==> src/pkg/ddlu_pkg.sv <==
// package: word layout, codes, reset values and structs for the dual converter latch logic
package ddlu_pkg;
  // ===========================================================
  // word layout
  localparam int WORD_BITS = 16;
  localparam int CODE_BITS = 10;
  localparam int POS_ADDR_HIGH = 15;
  localparam int POS_FAST = 14;
  localparam int POS_PDOWN = 13;
  localparam int POS_ADDR_LOW = 12;
  localparam int POS_CODE_MSB = 11;
  localparam int POS_CODE_LSB = 2;
  localparam int POS_REF_HIGH = 1;
  localparam int POS_REF_LOW = 0;
  localparam logic [4:0] BIT_COUNT_FULL = 5'h10;
  // ===========================================================
  // reset values
  localparam logic [9:0] CODE_RESET = 10'h000;
  localparam logic [1:0] REF_RESET = 2'h0;
  localparam logic FAST_RESET = 1'b0;
  localparam logic PDOWN_RESET = 1'b0;
  // ===========================================================
  // address decode and reference source
  typedef enum logic [1:0] {
    DDLU_ADDR_B_BUF = 2'b00,
    DDLU_ADDR_BUF = 2'b01,
    DDLU_ADDR_A = 2'b10,
    DDLU_ADDR_CTRL = 2'b11
  } ddlu_addr_e;
  typedef enum logic [1:0] {
    DDLU_REF_EXT = 2'b00,
    DDLU_REF_1V024 = 2'b01,
    DDLU_REF_2V048 = 2'b10
  } ddlu_ref_e;
  // ===========================================================
  // edge events from the link sampler
  typedef struct packed {
    logic sclk_fall;
    logic sclk_rise;
    logic cs_rise;
    logic cs_active;
    logic data;
  } ddlu_link_s;
  // converter state presented to the analogue side
  typedef struct packed {
    logic [9:0] code_a;
    logic [9:0] code_b;
    logic fast_settle;
    logic power_down;
    ddlu_ref_e ref_source;
  } ddlu_dac_s;
endpackage

==> src/rtl/ddlu_latch_core.sv <==
// dual converter latch logic: serial word capture, address decode and latch update
`timescale 1ns/10ps
// Overview of operation
// - transfer happens on chip select rise or seventeenth rising clock (first rise after sixteen bits), whichever first
// - address 10 loads latch A and copies buffer to latch B
// - address 00 writes data to latch B and buffer, latch A kept
// - address 01 writes buffer only, both latches kept
// - address 11 with power-down low writes reference bits to control register
// - latch B equals buffer unless last converter data write was buffer only
// - converter code is word bits 11 down to 2, bits 1..0 ignored
// - bit 14 picks fast settling when one, slow when zero
// - both latches start at zero code after reset
// - bits shift in msb first on falling clock while chip select low
// - clock edges ignored while chip select high
// - bit 13 powers down; codes kept and restored on wake
// - reference bits 00/11 external, 01 1.024V, 10 2.048V
module ddlu_latch_core #(
  parameter int WORD_WIDTH = ddlu_pkg::WORD_BITS
) (
  input wire logic sys_clk_in,
  input wire logic reset_n_in,
  input wire logic sclk_in,
  input wire logic chip_select_low_n_in,
  input wire logic data_in,
  output logic [9:0] code_a_out,
  output logic [9:0] code_b_out,
  output logic [9:0] double_buffer_out,
  output logic fast_settle_select_out,
  output logic power_down_select_out,
  output logic reference_select_high_out,
  output logic reference_select_low_out,
  output ddlu_pkg::ddlu_ref_e ref_source_out,
  output logic update_pulse_out
);
  // ===========================================================
  // elaboration check: the word layout is fixed at sixteen bits
  if (WORD_WIDTH != ddlu_pkg::WORD_BITS) begin : g_width_check
    $error("ddlu_latch_core: word width must be sixteen");
  end

  // field positions below are fixed, so a code field of another width is refused too
  if (ddlu_pkg::POS_CODE_MSB - ddlu_pkg::POS_CODE_LSB + 1 != ddlu_pkg::CODE_BITS) begin : g_code_check
    $error("ddlu_latch_core: code field must be ten bits");
  end

  // ===========================================================
  // link sampling
  // the sampler costs three clocks, so every serial clock phase must span three clocks or more
  ddlu_pkg::ddlu_link_s link;

  ddlu_link_sync u_link_sync (
    .sys_clk_in(sys_clk_in),
    .reset_n_in(reset_n_in),
    .sclk_in(sclk_in),
    .chip_select_low_n_in(chip_select_low_n_in),
    .data_in(data_in),
    .link_out(link)
  );

  // ===========================================================
  // serial capture
  logic [15:0] serial_word_register_reg;
  logic [15:0] serial_word_register_next;
  logic [4:0] bit_count_reg;
  logic [4:0] bit_count_next;
  logic done_reg;
  logic done_next;
  logic transfer;

  // a pin edge reaches this decode two clocks late; latches and pulse load one clock after that
  // a word is committed once; done blocks a second commit from the late cs rise
  always_comb begin
    serial_word_register_next = serial_word_register_reg;
    bit_count_next = bit_count_reg;
    done_next = done_reg;
    transfer = 1'b0;
    if (!link.cs_active) begin
      bit_count_next = 5'h00;
      done_next = 1'b0;
      if (link.cs_rise && !done_reg && bit_count_reg == ddlu_pkg::BIT_COUNT_FULL) begin
        transfer = 1'b1;
      end
    end else begin
      if (link.sclk_fall && bit_count_reg != ddlu_pkg::BIT_COUNT_FULL) begin
        serial_word_register_next = {serial_word_register_reg[14:0], link.data};
        bit_count_next = bit_count_reg + 5'h01;
      end
      if (link.sclk_rise && !done_reg && bit_count_reg == ddlu_pkg::BIT_COUNT_FULL) begin
        transfer = 1'b1;
        done_next = 1'b1;
      end
    end
  end

  always_ff @(posedge sys_clk_in or negedge reset_n_in) begin
    if (!reset_n_in) begin
      serial_word_register_reg <= 16'h0000;
      bit_count_reg <= 5'h00;
      done_reg <= 1'b0;
    end else begin
      serial_word_register_reg <= serial_word_register_next;
      bit_count_reg <= bit_count_next;
      done_reg <= done_next;
    end
  end

  // ===========================================================
  // latch update
  // double buffer and latch B only part ways after a buffer-only write
  logic [9:0] latch_a_reg;
  logic [9:0] latch_a_next;
  logic [9:0] latch_b_reg;
  logic [9:0] latch_b_next;
  logic [9:0] buffer_reg;
  logic [9:0] buffer_next;
  logic fast_reg;
  logic fast_next;
  logic pdown_reg;
  logic pdown_next;
  logic [1:0] ref_reg;
  logic [1:0] ref_next;
  logic update_reg;
  logic update_next;
  logic [9:0] word_code;
  logic word_fast;
  logic word_pdown;
  logic [1:0] word_ref;
  ddlu_pkg::ddlu_ref_e ref_source_reg;
  ddlu_pkg::ddlu_ref_e ref_source_next;
  ddlu_pkg::ddlu_addr_e addr;

  // partial words (cs rise before sixteen bits) are dropped, not committed
  always_comb begin
    word_code = serial_word_register_reg[ddlu_pkg::POS_CODE_MSB:ddlu_pkg::POS_CODE_LSB];
    word_fast = serial_word_register_reg[ddlu_pkg::POS_FAST];
    word_pdown = serial_word_register_reg[ddlu_pkg::POS_PDOWN];
    word_ref = {serial_word_register_reg[ddlu_pkg::POS_REF_HIGH],
                serial_word_register_reg[ddlu_pkg::POS_REF_LOW]};
    addr = ddlu_pkg::ddlu_addr_e'({serial_word_register_reg[ddlu_pkg::POS_ADDR_HIGH],
                                   serial_word_register_reg[ddlu_pkg::POS_ADDR_LOW]});
    latch_a_next = latch_a_reg;
    latch_b_next = latch_b_reg;
    buffer_next = buffer_reg;
    fast_next = fast_reg;
    pdown_next = pdown_reg;
    ref_next = ref_reg;
    update_next = transfer;
    if (transfer) begin
      case (addr)
        ddlu_pkg::DDLU_ADDR_A: begin
          latch_a_next = word_code;
          latch_b_next = buffer_reg;
        end
        ddlu_pkg::DDLU_ADDR_B_BUF: begin
          latch_b_next = word_code;
          buffer_next = word_code;
        end
        ddlu_pkg::DDLU_ADDR_BUF: begin
          buffer_next = word_code;
        end
        ddlu_pkg::DDLU_ADDR_CTRL: begin
          if (!word_pdown) begin
            ref_next = word_ref;
          end
        end
        default: begin
          latch_a_next = latch_a_reg;
        end
      endcase
      // speed and power-down apply on converter data writes only
      if (addr != ddlu_pkg::DDLU_ADDR_CTRL) begin
        fast_next = word_fast;
        pdown_next = word_pdown;
      end
    end
    // reference source decoded here so the output comes straight from a register
    case (ref_next)
      2'h1: ref_source_next = ddlu_pkg::DDLU_REF_1V024;
      2'h2: ref_source_next = ddlu_pkg::DDLU_REF_2V048;
      default: ref_source_next = ddlu_pkg::DDLU_REF_EXT;
    endcase
  end

  // latches are never cleared by power-down, so wake restores the old codes
  always_ff @(posedge sys_clk_in or negedge reset_n_in) begin
    if (!reset_n_in) begin
      latch_a_reg <= ddlu_pkg::CODE_RESET;
      latch_b_reg <= ddlu_pkg::CODE_RESET;
      buffer_reg <= ddlu_pkg::CODE_RESET;
      fast_reg <= ddlu_pkg::FAST_RESET;
      pdown_reg <= ddlu_pkg::PDOWN_RESET;
      ref_reg <= ddlu_pkg::REF_RESET;
      update_reg <= 1'b0;
      ref_source_reg <= ddlu_pkg::ddlu_ref_e'(ddlu_pkg::REF_RESET);
    end else begin
      latch_a_reg <= latch_a_next;
      latch_b_reg <= latch_b_next;
      buffer_reg <= buffer_next;
      fast_reg <= fast_next;
      pdown_reg <= pdown_next;
      ref_reg <= ref_next;
      update_reg <= update_next;
      ref_source_reg <= ref_source_next;
    end
  end

  // ===========================================================
  // outputs
  always_comb begin
    code_a_out = latch_a_reg;
    code_b_out = latch_b_reg;
    double_buffer_out = buffer_reg;
    fast_settle_select_out = fast_reg;
    power_down_select_out = pdown_reg;
    reference_select_high_out = ref_reg[1];
    reference_select_low_out = ref_reg[0];
    // the pulse is registered beside the latches, so it marks the edge at which codes move
    update_pulse_out = update_reg;
    ref_source_out = ref_source_reg;
  end
endmodule

==> src/rtl/ddlu_link_sync.sv <==
// link sampler: synchronises the serial pins and finds their edges
`timescale 1ns/10ps
module ddlu_link_sync (
  input wire logic sys_clk_in,
  input wire logic reset_n_in,
  input wire logic sclk_in,
  input wire logic chip_select_low_n_in,
  input wire logic data_in,
  output ddlu_pkg::ddlu_link_s link_out
);
  // ===========================================================
  // two-stage synchronisers plus one history stage for edges
  logic [2:0] meta_reg;
  logic [2:0] meta_next;
  logic [2:0] sync_reg;
  logic [2:0] sync_next;
  logic [2:0] hist_reg;
  logic [2:0] hist_next;

  // order per vector: {sclk, cs_n, data}; cs_n resets high (idle)
  always_comb begin
    meta_next = {sclk_in, chip_select_low_n_in, data_in};
    sync_next = meta_reg;
    hist_next = sync_reg;
  end

  always_ff @(posedge sys_clk_in or negedge reset_n_in) begin
    if (!reset_n_in) begin
      meta_reg <= 3'h2;
      sync_reg <= 3'h2;
      hist_reg <= 3'h2;
    end else begin
      meta_reg <= meta_next;
      sync_reg <= sync_next;
      hist_reg <= hist_next;
    end
  end

  // edge decode looks only at second and third stages
  always_comb begin
    link_out.sclk_fall = hist_reg[2] & ~sync_reg[2];
    link_out.sclk_rise = ~hist_reg[2] & sync_reg[2];
    link_out.cs_rise = ~hist_reg[1] & sync_reg[1];
    link_out.cs_active = ~sync_reg[1];
    link_out.data = sync_reg[0];
  end
endmodule

==> config.mk <==
export PLATFORM = sky130hd
export DESIGN_NAME = ddlu_latch_core
export DESIGN_NICKNAME = d
export VERILOG_FILES = /design/src/pkg/ddlu_pkg.sv /design/src/rtl/ddlu_latch_core.sv /design/src/rtl/ddlu_link_sync.sv
export SDC_FILE = /design/constraint.sdc
export NUM_CORES = 1
export LEC_CHECK = 0
export BUFFER_PORTS_ARGS = -buffer_cell sky130_fd_sc_hd__buf_2
export CAP_MARGIN = 20
export CELL_PAD_IN_SITES_DETAIL_PLACEMENT = 0
export CELL_PAD_IN_SITES_GLOBAL_PLACEMENT = 1
export CORE_UTILIZATION = 50
export CTS_BUF_LIST = sky130_fd_sc_hd__clkbuf_8
export DETAILED_ROUTE_END_ITERATION = 7
export PLACE_DENSITY_LB_ADDON = 0.1
export SETUP_SLACK_MARGIN = 0.5
export SLEW_MARGIN = 20
export SYNTH_ARGS = -nofsm -noshare
export SYNTH_HDL_FRONTEND = slang
export SYNTH_HIERARCHICAL = 1
export SYNTH_SLANG_ARGS = --single-unit
==> constraint.sdc <==
create_clock -name sys_clk_in -period 3.2 [get_ports sys_clk_in]
set_input_delay 0.16 -clock sys_clk_in [delete_from_list [all_inputs] [get_ports sys_clk_in]]
set_output_delay 0.16 -clock sys_clk_in [all_outputs]
set_load 0.03 [all_outputs]
==> impl_metrics.toml, run 1 <==
[placement]
placed_cell_area_um2 = 3040
io_buffers = 41
place.gp.congestion = 0.702
dpl.hpwl_mm = 3.17
dp.cells = 290

[sta]
period_share_pct = 78.0
tightest_slew_ns = 0.996
rsz0062_at_grt = "no"
worst_clock_skew_ns = 0.00453
slew_violations = 0
hold_viol_final = 0
fin_tns_setup_ns = 0
relSlewSlack_pct = 32.7
setup_viol = 0
period_needed_ns = 2.50
fmax_mhz = 401

[power]
power_frac_comb_pct = 7.5
p_seq_share_pct = 54.2
leakage_nw = 1.72
internal_power_w = 0.00136
power_density_nw_per_um2 = 539
netSwitchingFraction_pct = 23.2
p_sw_w = 0.000410
ir_worst_vdd_mv = 0.349
pwr-share-clk_pct = 38.3

[cells_and_area]
nets = 242
fin_util_pct = 62.9
design_area_um2 = 3270
largest_register_ffs = 16
fin_cells = 310
fill_cells = 415
antenna_cells = 0
drive_gt1_share_pct = 54.6
syn_to_final_growth_pct = 18.4

[floorplanning]
num_rows = 26
start_util_pct = 53.1
ios = 42
fp.dieW_um = 76.4
dieArea_um2 = 5830
coreArea_um2 = 5200
die_y_um = 76.4

[clock_network]
cts.repair.resized = 0
root_buffer = "clkbuf_8"
cts_hold_buffers = 4
cts_buffers = 9
clock_path_buffers = 2
cts.htree.levels = 3
cts_tree = "built"
clock-sinks = 67
insertion_delay_ns = 0.33
post-cts-setup-buffers = 0
clk_transition_reported_paths_ns = 0.07

[global_routing]
overflow = 0
first_global_vias = 1609
grt_first_pass_wirelength_mm = 8.11
grt_max_degree = 38
antenna_found_initial = 0
gr-usage-all-layers_pct = 18.3

[drt]
drt-pass1-iter-count = 4
drcViolationCount = 0
vias = 1609
drtIter0Drc = 65
vias_per_cell = 5.19
wl_mm = 4.73
wl_per_cell_um = 15.2
antenna_left = 0

[logic_synthesis]
synth-edff-count = 0
synth_top_cells_by_count = "64 x dfrtp_1, 58 x mux2_2, 6 x nor2_1, 5 x inv_1"
synth_top_family_by_area = "multiplexers"
ys_types = 33
muxShareOfSynthArea_pct = 25.7
yosysWarnings = 6
yosys-top-cells-area = "dfrtp_1 58%, mux2_2 24%, dfstp_2 2.9%"
ys.flop_type = "dfrtp_1"
synth.top_cell.area_share_pct = 57.9
yosys.area_share.simple_pct = 8.01
synthCells = 180
ys_seq_elements = 67
yosysTopAreaCell = "dfrtp_1"
ys_seq_area_share_pct = 60.8
synth_fa_ha_area_share_pct = 0.905
yosysMostFrequentCell = "dfrtp_1"
synth_compound_area_share_pct = 1.63
synth.net_count = 187
synth_area_per_cell_um2 = 15.4
ys_async_sr_fraction_pct = 100
synthXorXnorAreaFrac_pct = 0.633
syn_area_um2 = 2770

[job]
cap_violations = 0

[setup_path]
startpoint_type = "flip-flop"
crit_path_end_kind = "flip-flop"
reg2reg_slack_ns = 0.70
rr_startpoint = "bit_count_reg[0]"
arrival_ns = 2.71
r2r_end = "code_a_out[7]"
cp-endpoint = "code_a_out[7]"
crit_path_max_fanout = 10
required_ns = 3.42
rr_worst_depth = 5
path_class = "flip-flop to flip-flop"
crit_start = "bit_count_reg[0]"

[min_path]
hp-class = "flip-flop to flip-flop"

[status]
status = "completed"
[cells in the final DEF, fill, tap and decap left out, drive strengths merged, types with 2 or more instances in the layout]
master,count
a21oi,4
mux2,61
nand3,5
dfrtp,64
clkbuf,10
clkinv,3
nand2b,4
inv,6
dlygate4sd3,4
xor2,2
nor2b,2
ha,2
nand4,2
buf,44
nor2,7
mux2i,2
o21ai,2
dfstp,3
[critical path, stage by stage, from the launching register on]
cell and delay, ns:
dfrtp_1 0.42, inv_1 0.08, ha_1 0.14, nor4bb_2 0.80, nand3_2 0.52, mux2_2 0.42
[metrics by stage]
step	power [W]	hold WS, ns	setup slack (ns)
2_1_floorplan	0.00105	-0.136	1.46
3_3_place_gp	0.00110	0.265	0.788
3_5_place_dp	0.00110	0.270	0.728
4_1_cts	0.00179	0.362	0.692
5_1_grt	0.00186	0.368	0.589
6_report	0.00177	0.356	0.704
[metal layers]
| layer | part of all wire (%) | GRT usage [%] | vias to the layer above |
|---|---|---|---|
| li1 | - | - | 746 |
| met1 | 47 | 24.7 | 810 |
| met2 | 47 | 27.8 | 45 |
| met3 | 3.7 | 4.43 | 8 |
| met4 | 1.7 | 9.23 | 0 |
| met5 | 0 | 0 | - |
[layout make-up]
type,count,area [um2],area share (%)
clock buffer,10,138,4.20
clock inverter,6,56.3,1.72
inverter,5,18.8,0.573
multi-input combinational,104,1030,31.3
sequential,67,1680,51.3
tap,70,87.6,2.67
timing repair buffer,48,268,8.18
[how the worst min path moves through the flow]
stage	from	endpoint	cells after the start
after floorplan	reset_n_in	bit_count_reg[0]	0
after global placement	chip_select_low_n_in	u_link_sync/meta_reg[1]	1
after detailed placement	data_in	u_link_sync/meta_reg[0]	1
after CTS	u_link_sync/meta_reg[0]	u_link_sync/hist_next[0]	0
after global routing	u_link_sync/meta_reg[0]	u_link_sync/hist_next[0]	0
final	u_link_sync/meta_reg[0]	u_link_sync/hist_next[0]	0
[cell families after synthesis]
family	after synthesis
XOR/XNOR	2
AND/OR/NAND/NOR	29
multiplexers	63
buffers and inverters	9
AO/OA/AOI/OAI	8
flip-flops	67
adder cells (fa/ha/maj)	2
[power by group through the flow]
stage / registers (W) / logic (W) / clock network, W
floorplan: 0.000953 / 0.0000999 / 0
global placement: 0.000971 / 0.000126 / 0
detailed placement: 0.000973 / 0.000130 / 0
CTS: 0.000957 / 0.000135 / 0.000702
global route: 0.000968 / 0.000148 / 0.000740
finish: 0.000957 / 0.000132 / 0.000676
(Power assumes the default switching activity.)
==> run 2: changes to the inputs <==
--- a/config.mk
+++ b/config.mk
@@ -9,7 +9,7 @@
 export CAP_MARGIN = 20
 export CELL_PAD_IN_SITES_DETAIL_PLACEMENT = 0
 export CELL_PAD_IN_SITES_GLOBAL_PLACEMENT = 1
-export CORE_UTILIZATION = 50
+export CORE_UTILIZATION = 48
 export CTS_BUF_LIST = sky130_fd_sc_hd__clkbuf_8
 export DETAILED_ROUTE_END_ITERATION = 7
 export PLACE_DENSITY_LB_ADDON = 0.1
==> constraint.sdc (replaced) <==
create_clock -name sys_clk_in -period 2.3 [get_ports sys_clk_in]
set_input_delay 0.115 -clock sys_clk_in [delete_from_list [all_inputs] [get_ports sys_clk_in]]
set_output_delay 0.115 -clock sys_clk_in [all_outputs]
set_load 0.03 [all_outputs]
==> run 2 against run 1 <==
Count of clock-buffer cells in the layout up 1. Utilization down 2.3 points. Sequential power up 39%. First-iteration DRC count up 14%. Power up 35%. Non-clock buffer count up 6. Global-route usage down 0.072 points. Combinational power up 46%. Worst setup slack worse by 0.18 ns. Cell area up 2.6%. Clock skew about the same. Critical path type unchanged. Critical endpoint is now power_down_select_out. Highest routed layer unchanged.
==> impl_metrics.toml, run 2 (synthesized netlist as in run 1, its figures left out) <==
[sta]
fin_tns_setup_ns = 0
hold_viol_final = 0
slew_violations = 0
setup_viol = 0
fmax_mhz = 562
relSlewSlack_pct = 60.4
period_needed_ns = 1.78
rsz0062_at_grt = "yes"
period_share_pct = 77.3
tightest_slew_ns = 0.594
worst_clock_skew_ns = 0.00452

[placement]
placed_cell_area_um2 = 3060
io_buffers = 41
place.gp.congestion = 0.684
dpl.hpwl_mm = 3.26
dp.cells = 294

[power]
p_seq_share_pct = 56.1
p_sw_w = 0.000568
leakage_nw = 1.76
internal_power_w = 0.00181
power_frac_comb_pct = 8.1
power_density_nw_per_um2 = 707
ir_worst_vdd_mv = 0.410
pwr-share-clk_pct = 35.8
netSwitchingFraction_pct = 23.9

[floorplanning]
start_util_pct = 49.9
die_y_um = 77.9
coreArea_um2 = 5540
ios = 42
dieArea_um2 = 6070
fp.dieW_um = 77.9
num_rows = 27

[drt]
drtIter0Drc = 74
vias_per_cell = 5.23
wl_per_cell_um = 16.4
drcViolationCount = 0
vias = 1668
wl_mm = 5.22
antenna_left = 0
drt-pass1-iter-count = 4

[global_routing]
grt_max_degree = 28
overflow = 0
grt_first_pass_wirelength_mm = 8.36
first_global_vias = 1710
gr-usage-all-layers_pct = 18.3
antenna_found_initial = 0

[cells_and_area]
antenna_cells = 0
final_common_cell = "dfrtp_1"
nets = 249
regArea_um2 = 1680
fin_cells = 319
largest_register_ffs = 16
multi_input_area_um2 = 1060
mostFrequentLayoutCells = "64 x dfrtp_1, 58 x mux2_2, 41 x buf_2"
fill_cells = 467
drive_gt1_share_pct = 55.1
syn_to_final_growth_pct = 21.5
design_area_um2 = 3360

[min_path]
hp-class = "primary input to async pin"

[clock_network]
cts_tree = "built"
root_buffer = "clkbuf_8"
insertion_delay_ns = 0.33
cts_buffers = 9
clk_transition_reported_paths_ns = 0.07
clock-sinks = 67
clock_path_buffers = 2
cts.htree.levels = 3

[setup_path]
crit_path_end_kind = "flip-flop"
slowest_stage = "dfrtp_1"
required_ns = 2.51
crit_chain = "inv_1 > ha_1 > nor4bb_4 > buf_6 > buf_4 > nand3_1 > mux2_2"
path_class = "flip-flop to flip-flop"
worstPathBufferInverterCount = 3
crit_path_max_incr_delay_ns = 0.41
crit_path_max_fanout = 6
startpoint_type = "flip-flop"
critPathTopFamily = "buffers and inverters"
arrival_ns = 1.99

[status]
status = "completed"

[job]
cap_violations = 0
-- run 2: per-layer routing --
layer	GRT usage [%]	part of all wire, %	vias to the layer above
met5	0	0	-
met3	4.82	3.4	9
li1	-	-	763
met2	29.3	50	30
met1	23.7	45	866
met4	7.22	1.4	0
-- run 2: timing repair --
item	4_1_cts	5_1_grt
setup endpoints to repair	38	25
endpoints found under the hold margin	28	0
setup buffers	3	0
gates resized for setup	4	4
gates cloned	0	2
hold buffers	4	0
-- run 2: worst register-to-register path: stages (launching register included) --
cell      delay [ns]
dfrtp_1         0.41
inv_1           0.07
ha_1            0.14
nor4bb_4        0.26
buf_6           0.21
buf_4           0.15
nand3_1         0.12
mux2_2          0.30
-- run 2: cell type report --
cell class,instances,area share [%]
Clock buffer,11,4.51
Clock inverter,5,0.633
Inverter,5,0.559
Multi-Input combinational cell,105,31.7
Sequential cell,67,50.0
Tap cell,72,2.68
Timing Repair Buffer,54,9.91
-- run 2: path summary, 6_finish.rpt --
kind	startpoint	end	slack (ns)	depth (start not counted)
worst max-delay path	bit_count_reg[1]	power_down_select_out	0.52	7
worst min-delay path	reset_n_in	update_pulse_out	0.32	2
worst max register to register	bit_count_reg[1]	power_down_select_out	0.52	7
worst min register to register	u_link_sync/meta_reg[0]	u_link_sync/hist_next[0]	0.35	0
max in group asynchronous	reset_n_in	u_link_sync/hist_reg[1]	1.22	3
min in group sys_clk_in	u_link_sync/meta_reg[0]	u_link_sync/hist_next[0]	0.35	0
-- run 2: power by group through the flow --
stage | Combinational (W) | Clock, W | Sequential (W)
6_report | 0.000193 | 0.000850 | 0.00133
5_1_grt | 0.000217 | 0.000927 | 0.00135
4_1_cts | 0.000194 | 0.000871 | 0.00133
3_5_place_dp | 0.000183 | 0 | 0.00135
3_3_place_gp | 0.000174 | 0 | 0.00135
2_1_floorplan | 0.000139 | 0 | 0.00133
-- run 2: stage by stage --
stage               util, %  total power [W]  worst slack [ns]  hold WS, ns
finish                 60.6          0.00238             0.521        0.321
global route           60.6          0.00249             0.430        0.368
CTS                    59.8          0.00240             0.523        0.339
detailed placement     55.2          0.00154             0.382        0.157
global placement       55.2          0.00153             0.442        0.140
floorplan                 -          0.00147             0.563       -0.181
